==> src/viu_pkg.sv <==
// Purpose: Shared constants, types and helpers of the vectored interrupt unit.
// Assumes: One system clock; the CPU core decodes instructions and reports events.
// Notes:   Offsets are the 6-bit positions inside the relocatable internal I/O page.
package viu_pkg;

  // ----------------------------------------------------------------------------
  // Internal I/O page and register offsets
  // ----------------------------------------------------------------------------
  localparam logic [5:0] VIU_OFF_VEC_LOW = 6'h33;
  localparam logic [5:0] VIU_OFF_TRAP_CTL = 6'h34;
  localparam logic [5:0] VIU_OFF_OPMODE = 6'h3E;
  localparam logic [5:0] VIU_OFF_IOCTL = 6'h3F;
  localparam logic [7:0] VIU_IO_PAGE_HI = 8'h00;

  // ----------------------------------------------------------------------------
  // Field positions and reset values
  // ----------------------------------------------------------------------------
  localparam int VIU_TC_TRAP = 7;
  localparam int VIU_TC_UFO = 6;
  localparam int VIU_TC_EN2 = 2;
  localparam int VIU_TC_EN1 = 1;
  localparam int VIU_TC_EN0 = 0;
  localparam logic [7:0] VIU_TC_FIXED_ONES = 8'h38;
  localparam int VIU_OPM_FULL_FETCH = 7;
  localparam logic [7:0] VIU_RST_VEC_LOW = 8'h00;
  localparam logic [2:0] VIU_RST_ITE = 3'h1;
  localparam logic [7:0] VIU_RST_OPMODE = 8'hFF;
  localparam logic [1:0] VIU_RST_RELOC = 2'h0;
  localparam logic [7:0] VIU_RST_VEC_PAGE = 8'h00;
  localparam logic [1:0] VIU_RST_MODE = 2'h0;

  // ----------------------------------------------------------------------------
  // Restart addresses, opcodes and timing counts
  // ----------------------------------------------------------------------------
  localparam logic [15:0] VIU_ADDR_TRAP = 16'h0000;
  localparam logic [15:0] VIU_ADDR_NMI = 16'h0066;
  localparam logic [15:0] VIU_ADDR_MODE1 = 16'h0038;
  localparam logic [7:0] VIU_OP_PREFIX_ED = 8'hED;
  localparam logic [7:0] VIU_OP_RET_MASKABLE = 8'h4D;
  localparam logic [2:0] VIU_ACK_WAITS = 3'h2;
  localparam logic [2:0] VIU_REFETCH_TSTATES = 3'h4;
  localparam int VIU_RETURN_FROM_MASKABLE_TSTATES = 22;
  localparam int VIU_RETURN_FROM_MASKABLE_MCYCLES = 10;
  localparam int VIU_NUM_VEC = 9;

  // ----------------------------------------------------------------------------
  // Types
  // ----------------------------------------------------------------------------
  typedef enum logic [2:0] {
    VIU_ST_IDLE = 3'b000,
    VIU_ST_ACK_T1 = 3'b001,
    VIU_ST_ACK_T2 = 3'b010,
    VIU_ST_ACK_TW = 3'b011,
    VIU_ST_ACK_T3 = 3'b100,
    VIU_ST_REFETCH = 3'b101
  } viu_state_t;

  // Events reported by the CPU core, one-cycle pulses on the system clock.
  typedef struct packed {
    logic sample;        // Interrupt sampling point of the current machine cycle.
    logic fetch;         // An opcode byte was fetched.
    logic [7:0] fetch_byte;
    logic fetch_undef;   // The fetched byte completes an undefined opcode.
    logic undef_second;  // The undefined byte was the second opcode byte.
    logic m1_cycle;      // An opcode fetch cycle is running.
    logic enable_instr;
    logic disable_instr;
    logic ret_nmi_instr;
    logic mode_sel;
    logic [1:0] mode_val;
    logic ld_vec_page;
    logic [7:0] acc;
    logic ld_acc_ir;
  } viu_cpu_evt_t;

  // Answer to the CPU core.
  typedef struct packed {
    logic take;          // One-cycle pulse: a response sequence starts.
    logic push_pc;       // With take: stack the program counter.
    logic jump;          // With take: continue at target.
    logic vec_read;      // With take: read 16-bit restart address at target.
    logic [15:0] target;
    logic mode0_valid;   // Pulse: execute mode0_instr from the acknowledge.
    logic [7:0] mode0_instr;
    logic ack_busy;      // Level: CPU holds off while the acknowledge runs.
    logic return_from_maskable_refetch;  // Level: return-from-maskable refetch in progress.
    logic dma_master_clear;
    logic global_irq_enable_flag;
    logic saved_irq_enable_flag;
    logic pv_flag;
    logic [7:0] vector_page;
  } viu_cpu_out_t;

  // ----------------------------------------------------------------------------
  // Helpers
  // ----------------------------------------------------------------------------
  // Fixed low code of vectored source idx, highest priority first.
  function automatic logic [4:0] viu_fixed_code(input logic [3:0] idx);
    viu_fixed_code = {idx, 1'b0};
  endfunction : viu_fixed_code

  // Index of the highest-priority pending vectored source.
  function automatic logic [3:0] viu_first(input logic [VIU_NUM_VEC-1:0] req);
    viu_first = 4'h0;
    for (int k = VIU_NUM_VEC - 1; k >= 0; k--) begin
      if (req[k]) begin
        viu_first = 4'(k);
      end
    end
  endfunction : viu_first

endpackage : viu_pkg

==> src/viu_core.sv <==
// Purpose: Interrupt and trap handling unit beside an 8-bit CPU core.
// Assumes: CPU core reports fetches, instructions and sampling points as pulses.
// Notes:   One clock per T-state; the CPU performs stacking and table reads.
`timescale 1ns/100ps
module viu_core
  import viu_pkg::*;
(
  // Clock and reset
  input wire logic i_clk_sys,
  input wire logic i_rst,
  // External request pins, active low
  input wire logic i_nonmaskable_n,
  input wire logic i_maskable_request_level0_n,
  input wire logic i_maskable_request_level1_n,
  input wire logic i_maskable_request_level2_n,
  // Data bus during acknowledge
  input wire logic [7:0] i_data_bus,
  // Internal peripheral requests and their own enables
  input wire logic [6:0] i_periph_req,
  input wire logic [6:0] i_periph_en,
  // CPU core events
  input wire viu_cpu_evt_t i_evt,
  // Internal I/O access
  input wire logic [15:0] i_io_addr,
  input wire logic i_io_rd,
  input wire logic i_io_wr,
  input wire logic [7:0] i_io_wdata,
  output logic [7:0] o_io_rdata,
  output logic o_io_hit,
  // CPU core answer
  output viu_cpu_out_t o_cpu,
  // Bus strobes, active low
  output logic o_opcode_fetch_strobe_n,
  output logic o_io_request_strobe_n,
  // Wait states requested on the current cycle
  output logic o_wait_req
);

  // ----------------------------------------------------------------------------
  // State of the unit
  // ----------------------------------------------------------------------------
  typedef struct packed {
    viu_state_t st;
    logic [2:0] cnt;
    logic ack_mode2;
    logic nmi_prev;
    logic nmi_pend;
    logic last_ed;
    logic trap;
    logic ufo;
    logic [2:0] ite;
    logic [7:0] vec_low;
    logic [7:0] opmode;
    logic [1:0] reloc;
    logic [1:0] irq_mode;
    logic [7:0] rdata;
    logic hit;
    viu_cpu_out_t cpu;
    logic fetch_n;
    logic ioreq_n;
    logic wait_req;
  } viu_core_t;

  viu_core_t s_r;
  viu_core_t s_nxt;
  logic [3:0] pins_sync;
  logic [VIU_NUM_VEC-1:0] vec_req;
  logic [3:0] vec_idx;
  logic io_in_page;
  logic [5:0] io_off;
  logic maskable_request_level0_ok;
  logic nmi_edge;

  // ----------------------------------------------------------------------------
  // Pin synchronisers
  // ----------------------------------------------------------------------------
  viu_sync #(
    .W(4)
  ) u_sync (
    .i_clk_sys(i_clk_sys),
    .i_rst(i_rst),
    .i_pin({i_maskable_request_level2_n, i_maskable_request_level1_n,
            i_maskable_request_level0_n, i_nonmaskable_n}),
    .o_sync(pins_sync)
  );

  // ----------------------------------------------------------------------------
  // Request qualification
  // ----------------------------------------------------------------------------
  // falling edge
  assign nmi_edge = s_r.nmi_prev & ~pins_sync[0];
  assign maskable_request_level0_ok = ~pins_sync[1] & s_r.cpu.global_irq_enable_flag & s_r.ite[0];
  assign vec_req = {i_periph_req & i_periph_en,
                    ~pins_sync[3] & s_r.ite[2], ~pins_sync[2] & s_r.ite[1]}
                   & {VIU_NUM_VEC{s_r.cpu.global_irq_enable_flag}};
  assign vec_idx = viu_first(vec_req);
  assign io_in_page = (i_io_addr[15:8] == VIU_IO_PAGE_HI) && (i_io_addr[7:6] == s_r.reloc);
  assign io_off = i_io_addr[5:0];

  // ----------------------------------------------------------------------------
  // Next-state logic.
  // ----------------------------------------------------------------------------
  always_comb begin
    s_nxt = s_r;
    // Pulses last one cycle.
    s_nxt.cpu.take = 1'b0;
    s_nxt.cpu.push_pc = 1'b0;
    s_nxt.cpu.jump = 1'b0;
    s_nxt.cpu.vec_read = 1'b0;
    s_nxt.cpu.mode0_valid = 1'b0;
    s_nxt.cpu.dma_master_clear = 1'b0;
    s_nxt.hit = 1'b0;
    s_nxt.nmi_prev = pins_sync[0];

    // Register reads answer one cycle after the strobe.
    s_nxt.rdata = 8'h00;
    if (i_io_rd && io_in_page) begin
      case (io_off)
        VIU_OFF_VEC_LOW: begin
          s_nxt.hit = 1'b1;
          s_nxt.rdata = {s_r.vec_low[7:5], 5'h00};
        end
        VIU_OFF_TRAP_CTL: begin
          s_nxt.hit = 1'b1;
          s_nxt.rdata = VIU_TC_FIXED_ONES | {s_r.trap, s_r.ufo, 3'h0, s_r.ite};
        end
        VIU_OFF_OPMODE: begin
          s_nxt.hit = 1'b1;
          s_nxt.rdata = s_r.opmode;
        end
        VIU_OFF_IOCTL: begin
          s_nxt.hit = 1'b1;
          s_nxt.rdata = {s_r.reloc, 6'h1F};
        end
        default: begin
          s_nxt.rdata = 8'h00;
        end
      endcase
    end

    // Register writes; the trap flag can only be cleared by software.
    if (i_io_wr && io_in_page) begin
      case (io_off)
        VIU_OFF_VEC_LOW: begin
          s_nxt.vec_low = {i_io_wdata[7:5], 5'h00};
        end
        VIU_OFF_TRAP_CTL: begin
          s_nxt.ite = i_io_wdata[2:0];
          if (!i_io_wdata[VIU_TC_TRAP]) begin
            s_nxt.trap = 1'b0;
          end
        end
        VIU_OFF_OPMODE: begin
          s_nxt.opmode = i_io_wdata;
        end
        VIU_OFF_IOCTL: begin
          s_nxt.reloc = i_io_wdata[7:6];
        end
        default: begin
          s_nxt.hit = s_nxt.hit;
        end
      endcase
    end

    if (i_evt.ld_vec_page) begin
      s_nxt.cpu.vector_page = i_evt.acc;
    end
    if (i_evt.ld_acc_ir) begin
      s_nxt.cpu.pv_flag = s_r.cpu.saved_irq_enable_flag;
    end
    if (i_evt.mode_sel) begin
      s_nxt.irq_mode = i_evt.mode_val;
    end
    if (i_evt.enable_instr) begin
      s_nxt.cpu.global_irq_enable_flag = 1'b1;
      s_nxt.cpu.saved_irq_enable_flag = 1'b1;
    end
    if (i_evt.disable_instr) begin
      s_nxt.cpu.global_irq_enable_flag = 1'b0;
      s_nxt.cpu.saved_irq_enable_flag = 1'b0;
    end
    if (i_evt.ret_nmi_instr) begin
      s_nxt.cpu.global_irq_enable_flag = s_r.cpu.saved_irq_enable_flag;
    end

    // The edge is held until served; a new edge in the serving cycle is kept.
    if (nmi_edge) begin
      s_nxt.nmi_pend = 1'b1;
    end

    // Fetch strobe follows the CPU fetch only while full fetch strobes are enabled.
    s_nxt.fetch_n = ~(i_evt.m1_cycle & s_r.opmode[VIU_OPM_FULL_FETCH]);
    s_nxt.ioreq_n = 1'b1;
    s_nxt.wait_req = 1'b0;

    if (i_evt.fetch) begin
      s_nxt.last_ed = (i_evt.fetch_byte == VIU_OP_PREFIX_ED);
    end

    case (s_r.st)
      VIU_ST_IDLE: begin
        s_nxt.cpu.ack_busy = 1'b0;
        s_nxt.cpu.return_from_maskable_refetch = 1'b0;
        if (i_evt.fetch && i_evt.fetch_undef) begin
          s_nxt.trap = 1'b1;
          s_nxt.ufo = i_evt.undef_second;
          s_nxt.cpu.take = 1'b1;
          s_nxt.cpu.push_pc = 1'b1;
          s_nxt.cpu.jump = 1'b1;
          s_nxt.cpu.target = VIU_ADDR_TRAP;
        end else if (i_evt.fetch && s_r.last_ed && i_evt.fetch_byte == VIU_OP_RET_MASKABLE) begin
          s_nxt.st = VIU_ST_REFETCH;
          s_nxt.cnt = VIU_REFETCH_TSTATES;
          s_nxt.cpu.return_from_maskable_refetch = 1'b1;
          s_nxt.fetch_n = 1'b0;
          s_nxt.last_ed = 1'b0;
        end else if (i_evt.sample && (s_r.nmi_pend || nmi_edge)) begin
          s_nxt.nmi_pend = nmi_edge & s_r.nmi_pend;
          s_nxt.cpu.dma_master_clear = 1'b1;
          s_nxt.cpu.take = 1'b1;
          s_nxt.cpu.push_pc = 1'b1;
          s_nxt.cpu.jump = 1'b1;
          s_nxt.cpu.target = VIU_ADDR_NMI;
          s_nxt.cpu.saved_irq_enable_flag = s_r.cpu.global_irq_enable_flag;
          s_nxt.cpu.global_irq_enable_flag = 1'b0;
        end else if (i_evt.sample && maskable_request_level0_ok) begin
          s_nxt.cpu.global_irq_enable_flag = 1'b0;
          s_nxt.cpu.saved_irq_enable_flag = 1'b0;
          if (s_r.irq_mode == 2'h1) begin
            s_nxt.cpu.take = 1'b1;
            s_nxt.cpu.push_pc = 1'b1;
            s_nxt.cpu.jump = 1'b1;
            s_nxt.cpu.target = VIU_ADDR_MODE1;
          end else begin
            s_nxt.st = VIU_ST_ACK_T1;
            s_nxt.ack_mode2 = (s_r.irq_mode == 2'h2);
            s_nxt.cpu.ack_busy = 1'b1;
            s_nxt.fetch_n = 1'b0;
          end
        end else if (i_evt.sample && (vec_req != '0)) begin
          s_nxt.cpu.global_irq_enable_flag = 1'b0;
          s_nxt.cpu.saved_irq_enable_flag = 1'b0;
          s_nxt.cpu.take = 1'b1;
          s_nxt.cpu.push_pc = 1'b1;
          s_nxt.cpu.vec_read = 1'b1;
          s_nxt.cpu.target = {s_r.cpu.vector_page, s_r.vec_low[7:5], viu_fixed_code(vec_idx)};
        end
      end
      VIU_ST_ACK_T1: begin
        s_nxt.st = VIU_ST_ACK_T2;
        s_nxt.fetch_n = 1'b0;
        s_nxt.ioreq_n = 1'b0;
        s_nxt.wait_req = 1'b1;
        s_nxt.cnt = VIU_ACK_WAITS;
      end
      VIU_ST_ACK_T2: begin
        s_nxt.st = VIU_ST_ACK_TW;
        s_nxt.fetch_n = 1'b0;
        s_nxt.ioreq_n = 1'b0;
        s_nxt.wait_req = 1'b1;
      end
      VIU_ST_ACK_TW: begin
        s_nxt.fetch_n = 1'b0;
        s_nxt.ioreq_n = 1'b0;
        s_nxt.cnt = s_r.cnt - 3'h1;
        s_nxt.wait_req = (s_r.cnt > 3'h1);
        if (s_r.cnt == 3'h1) begin
          s_nxt.st = VIU_ST_ACK_T3;
        end
      end
      VIU_ST_ACK_T3: begin
        s_nxt.st = VIU_ST_IDLE;
        s_nxt.cpu.ack_busy = 1'b0;
        if (s_r.ack_mode2) begin
          s_nxt.cpu.take = 1'b1;
          s_nxt.cpu.push_pc = 1'b1;
          s_nxt.cpu.vec_read = 1'b1;
          s_nxt.cpu.target = {s_r.cpu.vector_page, i_data_bus};
        end else begin
          s_nxt.cpu.mode0_valid = 1'b1;
          s_nxt.cpu.mode0_instr = i_data_bus;
          // decoded by the CPU, which reports it as an undefined fetch.
        end
      end
      VIU_ST_REFETCH: begin
        s_nxt.cnt = s_r.cnt - 3'h1;
        if (s_r.cnt == 3'h1) begin
          s_nxt.st = VIU_ST_IDLE;
          s_nxt.cpu.return_from_maskable_refetch = 1'b0;
        end else begin
          s_nxt.fetch_n = 1'b0;
        end
      end
      default: begin
        s_nxt.st = VIU_ST_IDLE;
      end
    endcase
  end

  // ----------------------------------------------------------------------------
  // State register.
  // ----------------------------------------------------------------------------
  always_ff @(posedge i_clk_sys or posedge i_rst) begin
    if (i_rst) begin
      s_r <= '0;
      s_r.st <= VIU_ST_IDLE;
      s_r.nmi_prev <= 1'b1;
      s_r.ite <= VIU_RST_ITE;
      s_r.vec_low <= VIU_RST_VEC_LOW;
      s_r.opmode <= VIU_RST_OPMODE;
      s_r.reloc <= VIU_RST_RELOC;
      s_r.irq_mode <= VIU_RST_MODE;
      s_r.cpu.vector_page <= VIU_RST_VEC_PAGE;
      s_r.fetch_n <= 1'b1;
      s_r.ioreq_n <= 1'b1;
    end else begin
      s_r <= s_nxt;
    end
  end

  // ----------------------------------------------------------------------------
  // Outputs straight from the state register.
  // ----------------------------------------------------------------------------
  assign o_io_rdata = s_r.rdata;
  assign o_io_hit = s_r.hit;
  assign o_cpu = s_r.cpu;
  assign o_opcode_fetch_strobe_n = s_r.fetch_n;
  assign o_io_request_strobe_n = s_r.ioreq_n;
  assign o_wait_req = s_r.wait_req;

endmodule : viu_core

==> src/viu_sync.sv <==
// Purpose: Two-stage synchroniser for the external request pins.
// Assumes: Pins are asynchronous to the system clock.
// Notes:   Only the second stage is visible; the first stage feeds nothing else.
`timescale 1ns/100ps
module viu_sync #(
  parameter int W = 4
) (
  // Clock and reset
  input wire logic i_clk_sys,
  input wire logic i_rst,
  // Pins and synchronised copy
  input wire logic [W-1:0] i_pin,
  output logic [W-1:0] o_sync
);

  logic [W-1:0] meta_r;

  // ----------------------------------------------------------------------------
  // Two flip-flops; the idle level of the low-active pins is high.
  // ----------------------------------------------------------------------------
  always_ff @(posedge i_clk_sys or posedge i_rst) begin
    if (i_rst) begin
      meta_r <= '1;
      o_sync <= '1;
    end else begin
      meta_r <= i_pin;
      o_sync <= meta_r;
    end
  end

endmodule : viu_sync

==> config.mk <==
export PLATFORM = sky130hd
export DESIGN_NAME = viu_core
export DESIGN_NICKNAME = d
export VERILOG_FILES = /design/src/viu_pkg.sv /design/src/viu_core.sv /design/src/viu_sync.sv
export SDC_FILE = /design/constraint.sdc
export NUM_CORES = 1
export LEC_CHECK = 0
export ABC_CLOCK_PERIOD_IN_PS = 4100
export BUFFER_PORTS_ARGS = -buffer_cell sky130_fd_sc_hd__buf_4
export CORE_MARGIN = 1.5
export CORE_UTILIZATION = 45
export CTS_CLUSTER_DIAMETER = 150
export DETAILED_ROUTE_END_ITERATION = 10
export HOLD_SLACK_MARGIN = 0.08
export PLACE_DENSITY = 0.71
export SETUP_SLACK_MARGIN = 0.05
export SLEW_MARGIN = 20
export SYNTH_ARGS = -nofsm -noshare
export SYNTH_HDL_FRONTEND = slang
export SYNTH_HIERARCHICAL = 1
export SYNTH_SLANG_ARGS = --single-unit
==> constraint.sdc <==
create_clock -name i_clk_sys -period 4.1 [get_ports i_clk_sys]
set_input_delay 0.615 -clock i_clk_sys [delete_from_list [all_inputs] [get_ports i_clk_sys]]
set_output_delay 0.615 -clock i_clk_sys [all_outputs]
set_load 0.05 [all_outputs]
# After elaboration in Yosys (flattened, before gate mapping)
# Cells that the tools add are included.
[totals] regBits=93 in_bits=83 output_inout_bits=55
[op_classes] addsub=1 magnitude_cmp=1 n_eq_ne=26 mux=85 bitwise=19 reduce_logical=31
[op_table] cell="16-bit two-way mux" n=4
[op_table] cell="4-bit two-way mux" n=10
[op_table] cell="3-bit two-way mux" n=12
[op_table] cell="17-bit two-way mux" n=2
[op_table] cell="17-bit one-hot mux with 2 select lines" n=1
[op_table] cell="1-bit two-way mux" n=32
[op_table] cell="8-bit one-hot mux with 4 select lines" n=1
[op_table] cell="9-bit two-way mux" n=3
[op_table] cell="6-bit == test (second input constant)" n=4
[op_table] cell="2-bit two-way mux" n=10
[op_table] cell="20-bit two-way mux" n=1
[op_table] cell="3-bit one-hot mux with 5 select lines" n=1
[op_table] cell="2-bit AND reduction" n=7
[op_table] cell="3-bit inequality test (second input constant)" n=4
[op_table] cell="6-bit AND reduction" n=2
[op_table] cell="2-bit inequality test (second input constant)" n=5
[op_table] cell="5-bit inequality test (second input constant)" n=2
[op_table] cell="1-bit inverter" n=10
[op_table] cell="9-bit AND" n=1
[op_table] cell="1-bit logical AND" n=9
[op_table] cell="3-bit one-hot mux with 3 select lines" n=1
[op_table] cell="9-bit nonzero test" n=1
[op_table] cell="8-bit by 7-bit == test with 1-bit output (second input constant)" n=1
[op_table] cell="8-bit == test (second input constant)" n=1
[op_table] cell="other kinds (25)" n=38

# Logic depth before layout (Yosys ltp)
# Gate-level depths: netlist of the first run.
[logic_depth] depth_word=18 ltp_mapped=7

# Cells and area by module
# Netlist of the first run, hierarchy kept.
[by_module_without_submodules] module="viu_core" n_inst=1 cells_per_inst=390 area_per_inst_um2=4299.1 seq_area_each_um2=2117.0
[by_module_without_submodules] module="viu_sync" n_inst=1 cells_per_inst=9 area_per_inst_um2=214.0 seq_area_each_um2=210.2

# Least setup slack after synthesis of the first run
# No wires, ideal clock.
[synth_timing] path_type="input to register" start="input port i_io_addr[9]" end="register s_r[57] (netlist name)" arrival_time_ns=2.070 required_time_ns=3.975 setup_slack_ns=1.905 stages=5 path_buffers=0 path_cell_list="or4_1 > nor4_2 > and2_1 > nand3_1 > mux2_2"
[synth_via] elab_chain_cells=4
[synth_rtl] element="start: declaration" line_no="viu_core.sv:24" rtl="input wire logic [15:0] i_io_addr,"
[synth_rtl] element="8-bit logical NOT" line_no="viu_core.sv:97" rtl="assign io_in_page = (i_io_addr[15:8] == VIU_IO_PAGE_HI) && (i_io_addr[7:6] == s_r.reloc);"
[synth_rtl] element="1-bit logical AND" line_no="viu_core.sv:97"
[synth_rtl] element="1-bit logical AND" line_no="viu_core.sv:142" rtl="if (i_io_wr && io_in_page) begin"
[synth_rtl] element="2-bit AND reduction (no line)"
[synth_rtl] element="end signal: assignment" line_no="viu_core.sv:317" rtl="s_r <= s_nxt;"
[synth_rtl] element="end: declaration" line_no="viu_core.sv:64" rtl="viu_core_t s_r;"
# No other way between the ends.
# A chain may end at the register's enable or synchronous reset.

# Worst setup path after layout of the first run
[layout_timing] start="register u_sync.o_sync[0]" end="register s_r (netlist bit o_cpu[27])"
[layout_via] elab_chain_cells=8 word_cells_on_any_way=11 cone_classes="eq/ne: 2; mux: 4; bitwise: 2; reduce/logical: 3"
[layout_rtl] element="start: declaration" line_no="viu_sync.sv:13" rtl="output logic [W-1:0] o_sync"
[layout_rtl] element="start signal: assignment" line_no="viu_sync.sv:27" rtl="o_sync <= meta_r;"
[layout_rtl] element="1-bit inverter (*)" line_no="viu_core.sv:91" rtl="assign nmi_edge = s_r.nmi_prev & ~pins_sync[0];"
[layout_rtl] element="1-bit AND (*)" line_no="viu_core.sv:91"
[layout_rtl] element="1-bit logical OR (*)" line_no="viu_core.sv:217" rtl="end else if (i_evt.sample && (s_r.nmi_pend || nmi_edge)) begin"
[layout_rtl] element="1-bit logical AND (*)" line_no="viu_core.sv:217"
[layout_rtl] element="16-bit two-way mux" line_no="viu_core.sv:217"
[layout_rtl] element="20-bit two-way mux" line_no="viu_core.sv:211" rtl="end else if (i_evt.fetch && s_r.last_ed && i_evt.fetch_byte == VIU_OP_RET_MASKABLE) begin"
[layout_rtl] element="16-bit two-way mux" line_no="viu_core.sv:204" rtl="if (i_evt.fetch && i_evt.fetch_undef) begin"
[layout_rtl] element="17-bit one-hot mux with 2 select lines" line_no="viu_core.sv:200" rtl="case (s_r.st)"
# Mark *: on every way between the ends. The rest lies on a longest branch, timed or not. The select of a mux whose other input is x is not followed.

==> flow_summary.ini, run 1 <==
[critical_path]
r2r_cells = 5
worstPathRequired_ps = 4350
r2r_slack_ps = 1450
path_max_fanout = 17
reg2reg_to = o_cpu[27]$_DFFE_PP0P_
end_kind = flip-flop
cp-start-kind = flip-flop
cp.arrival_ps = 2900
criticalPathCategory = flip-flop to flip-flop
worstSetupStartpoint = u_sync/o_sync[0]$_DFF_PP1_
r2r-start = u_sync/o_sync[0]$_DFF_PP1_

[timing]
fin_crit_sh = 0.648
setup_tns_ps = 0
worst_pin_slew_ps = 1160
finalCriticalPeriod_ps = 2650
fin_skew_ps = 15.0
finalMaxSlewViolations = 0
hold_viol_final = 0
fmaxAchievable_mhz = 377
setup_viol = 0
maxSlewHeadroom = 0.222
rsz0062_at_grt = no

[status]
status = finished, final reports clean

[die]
dieArea_um2 = 10600
die-height_um = 103
core_um2 = 9730
die_w_um = 103
initial_core_util = 0.464
rows = 36
ioPinCount = 138

[synthesis]
synth_ff_type = dfrtp_1
synth_edf_count = 0
synth_top_area_share = 0.399
netlist_area_um2 = 4510
synth_nets = 484
synthArstFlopShare = 1.00
synth_area_leader_cell = dfrtp_1
yosysWarnings = 6
seq_area_frac_synth = 0.516
synth_area_leaders = dfrtp_1 (40%), dfstp_2 (12%), mux2_2 (9.7%)
syn_area_per_cell_um2 = 11.3
ys_ff_latch = 92
syn_inst = 399
synth_cell_type_count = 63

[clock_network]
holdBufCountCts = 0
ctsRootBufferMaster = clkbuf_8
h-tree-depth = 3
clk_pin_slew_worst_paths_ps = 100
clkSinkCount = 92
post-cts-setup-buffers = 0
worstSkewPairLatency_ps = 360
tritoncts = yes
clockBufferDepth = 2
cts_resized = 0
cts_buffers = 9

[global_routing]
grt_pass1_vias = 3083
grt_pass1_wl_um = 15300
grtUsageTotal = 0.191
grt_max_degree = 36
antenna_found_initial = 0
overflow = 0

[placement]
dp_hpwl_um = 7770
place_inst = 609
gp_congestion = 0.861
io_buffers = 137

[run]
maxCapViolations = 0

[route]
vias = 3300
drcViolationCount = 0
ant_nets = 0
avgViaCountPerCell = 5.28
wirelength_um = 10100
first_iter_violations = 138
first_pass_iters = 5
wl_per_cell_um = 16.1

[worst_hold_path]
hold_path.class = input pin to asynchronous set/reset pin

[power_and_ir_drop]
static-leakage-power_nw = 2.72
ir_worst_vdd_mv = 0.292
power.density_nw_per_um2 = 531

[layout]
fillers = 850
register_area_um2 = 2330
antennaDiodeCount = 0
fin_cells = 625
layout-drive-gt1-share = 0.474
multi_input_area_um2 = 1710
final_nets = 572
area_delta_synth_final_pct = 22.0
==> how the worst max path moves through the flow <==
stage / endpoint / slack (ps)
after floorplan: o_cpu[0]$_DFFE_PP0P_ / 1340
after global placement: o_cpu[27]$_DFFE_PP0P_ / 1450
after detailed placement: o_cpu[27]$_DFFE_PP0P_ / 1370
after CTS: o_cpu[27]$_DFFE_PP0P_ / 1450
after global routing: o_cpu[27]$_DFFE_PP0P_ / 1320
final: o_cpu[27]$_DFFE_PP0P_ / 1450
==> per-layer routing <==
layer  global-route usage  wire length [um]  vias up
met5                    0                 0        -
met4               0.0832               266        0
met3               0.0264               502       21
met2                0.316              4890      113
met1                0.253              4430     1615
li1                     -                 -     1551
==> registers in the layout (all words and copies together), names as in the netlist <==
name / cells
u_sync/o_sync: 4
o_cpu: 42
o_io_request_strobe_n: 1
o_io_rdata: 8
o_wait_req: 1
o_opcode_fetch_strobe_n: 1
o_io_hit: 1
u_sync/meta_r: 4
s_r: 30
==> critical path, cell delays in order (launching register included) <==
cell     delay, ps
dfstp_2        540
nor2b_1         60
o21ai_0        560
nand2_1        320
o31ai_4        710
mux2_4         350
==> layout make-up <==
cell class / count / area share
clock buffer: 9 / 0.0225
clock inverter: 7 / 0.0157
inverter: 12 / 0.00841
multi-input combinational: 233 / 0.311
sequential: 92 / 0.423
tap: 133 / 0.0302
timing repair buffer: 139 / 0.190
==> report_power, final <==
group / switching (mW) / leakage [nW] / internal [mW]
logic: 0.673 / 1.47 / 0.408
clock network: 0.349 / 0.105 / 0.297
registers: 0.140 / 1.14 / 1.06
==> cell families after synthesis <==
family / share of synthesized area
AO/OA/AOI/OAI: 0.138
XOR/XNOR: 0.00582
adder cells (fa/ha/maj): 0.00776
buffers and inverters: 0.106
flip-flops: 0.516
multiplexers: 0.106
AND/OR/NAND/NOR: 0.120
==> cell usage in the layout (no fill, tap or decap), types with 9 or more instances in the layout <==
master / Yosys / routed
dfrtp_1: 72 / 72
nand2_1: 38 / 38
dfstp_2: 20 / 20
inv_1: 12 / 11
a22o_1: 9 / 9
nor2_1: 15 / 15
buf_4: 51 / 139
clkbuf_8: 0 / 9
mux2_2: 39 / 39
o21ai_0: 20 / 20
a21oi_1: 13 / 13
==> cells in the mapped netlist (2+ instances only) <==
| cell type | n |
|---|---|
| a21o_1 | 3 |
| a22oi_1 | 7 |
| nand2_1 | 38 |
| nor2b_1 | 7 |
| o21ai_0 | 20 |
| and2_1 | 3 |
| clkbuf_1 | 10 |
| buf_4 | 51 |
| and3_1 | 7 |
| xor2_1 | 2 |
| a22o_1 | 9 |
| and4b_1 | 2 |
| nand4b_1 | 2 |
| dfstp_2 | 20 |
| nand3_1 | 6 |
| a221oi_1 | 2 |
| nor3_1 | 3 |
| nand2b_1 | 4 |
| nand3b_1 | 3 |
| o22ai_1 | 2 |
| a31oi_1 | 2 |
| or4_1 | 2 |
| ha_1 | 2 |
| mux2_2 | 39 |
| a221o_2 | 3 |
| dfrtp_1 | 72 |
| nor2_1 | 15 |
| a21oi_1 | 13 |
| a32o_1 | 2 |
| inv_1 | 12 |
| mux2_4 | 2 |
| a21boi_0 | 2 |
| nand4_1 | 2 |
==> metrics by stage <==
stage               utilization  power (mW)  instance area [um^2]  hold slack (ps)  setup slack, ps
floorplan                     -        2.08                  4510              345             1340
global placement          0.544        2.26                  5290              346             1450
detailed placement        0.544        2.30                  5290              349             1370
CTS                       0.565        2.94                  5500              301             1450
global route              0.566        3.08                  5510              336             1320
finish                    0.566        2.92                  5510              298             1450
No activity file was read; power rests on OpenSTA's default activity.
==> run 2: changes to the inputs <==
Settings changed: ABC_CLOCK_PERIOD_IN_PS 4100 to 2640.
Clock period 4.1 ns to 2.64 ns, I/O delays scaled along.
==> flow_summary.ini, run 2 (synthesized netlist as in run 1, its figures left out) <==
[clock_network]
worstSkewPairLatency_ps = 370
post-cts-setup-buffers = 0
cts_buffers = 9
ctsRootBufferMaster = clkbuf_8
tritoncts = yes
clockBufferDepth = 2
clkSinkCount = 92
clk_pin_slew_worst_paths_ps = 90
h-tree-depth = 3
holdBufCountCts = 0
cts_resized = 0

[layout]
layout_commonest_cell = buf_4
mostFrequentLayoutCells = buf_4 (148), dfrtp_1 (72), mux2_2 (39)
final_area_um2 = 5580
area_delta_synth_final_pct = 23.7
final_nets = 582
antennaDiodeCount = 0
layout-drive-gt1-share = 0.482
largest_reg_flops = 42

[timing]
finalMaxSlewViolations = 0
fin_skew_ps = 11.2
worst_pin_slew_ps = 753
fmaxAchievable_mhz = 432
hold_viol_final = 0
maxSlewHeadroom = 0.498
setup_tns_ps = 0
rsz0062_at_grt = no
finalCriticalPeriod_ps = 2310
fin_crit_sh = 0.876
whs_ps = 121
setup_viol = 0

[route]
ant_nets = 0
met2_length_um = 5130
route.met3.wl_um = 513
first_iter_violations = 103
routed.top_layer = met4
wl_per_cell_um = 16.0
first_pass_iters = 4
drcViolationCount = 0
vias = 3357
avgViaCountPerCell = 5.29
wirelength_um = 10100
met1Wirelength_um = 4340

[critical_path]
r2r-start = s_r[75]$_DFFE_PP1P_
r2r_slack_ps = 330
end_kind = flip-flop
criticalPathCategory = flip-flop to flip-flop
cp.arrival_ps = 2570
reg2reg_to = o_cpu[27]$_DFFE_PP0P_
cp-start-kind = flip-flop
r2r_cells = 5
worstSetupStartpoint = s_r[75]$_DFFE_PP1P_
worstPathRequired_ps = 2890
path_max_fanout = 17

[die]
dieArea_um2 = 10600
core_um2 = 9730
die-height_um = 103
rows = 36
die_w_um = 103
ioPinCount = 138
initial_core_util = 0.464

[global_routing]
antenna_found_initial = 0
grt_max_degree = 85
overflow = 0
grt_pass1_wl_um = 15900
grt_pass1_vias = 3198
grtUsageTotal = 0.199

[placement]
post_dp_cell_area_um2 = 5380
dp_hpwl_um = 7760
io_buffers = 137
gp_congestion = 0.870

[power_and_ir_drop]
power.density_nw_per_um2 = 820
power_mw = 4.58
ir_worst_vdd_mv = 0.446
static-leakage-power_nw = 2.77

[status]
status = finished, final reports clean

[worst_hold_path]
hold_path.class = input pin to asynchronous set/reset pin

[run]
maxCapViolations = 0
## run 2: cell type report
class / instances / area (um^2)
Sequential cell: 92 / 2330
Multi-Input combinational cell: 233 / 1710
Clock buffer: 9 / 124
Clock inverter: 7 / 81.3
Timing Repair Buffer: 149 / 1130
Tap cell: 133 / 166
Fill cell: 873 / 4150
Inverter: 12 / 46.3
## run 2: worst max path at each step
stage          slack [ps]  cells after the start               endpoint
3_5_place_dp          220                      6  o_cpu[27]$_DFFE_PP0P_
3_3_place_gp          290                      6  o_cpu[26]$_DFFE_PP0P_
2_1_floorplan         100                      1   o_cpu[0]$_DFFE_PP0P_
4_1_cts               320                      5  o_cpu[27]$_DFFE_PP0P_
6_report              330                      5  o_cpu[27]$_DFFE_PP0P_
5_1_grt               210                      5  o_cpu[26]$_DFFE_PP0P_
## run 2: through the flow
step | utilization | setup WS [ps] | instances
floorplan | - | 98.7 | 399
global placement | 0.553 | 294 | 619
detailed placement | 0.553 | 224 | 619
CTS | 0.574 | 316 | 635
global route | 0.574 | 206 | 635
finish | 0.574 | 327 | 635
## run 2: where the power goes
group | switching [mW] | total (mW) | internal [mW]
Sequential | 0.134 | 1.78 | 1.64
Combinational | 1.14 | 1.82 | 0.678
Clock | 0.530 | 0.983 | 0.453
Total | 1.80 | 4.58 | 2.77
## run 2: critical path, stage by stage, from the launching register on
cell      delay, ps
dfstp_2         570
nand4b_2        170
or4_4           580
o311a_4         350
o31ai_4         190
mux2_4          350
## run 2: routing by layer
layer,global-route usage,vias to the layer above
met1,0.263,1670
met5,0,-
met3,0.0339,11
met2,0.332,100
li1,-,1576
met4,0.0686,0
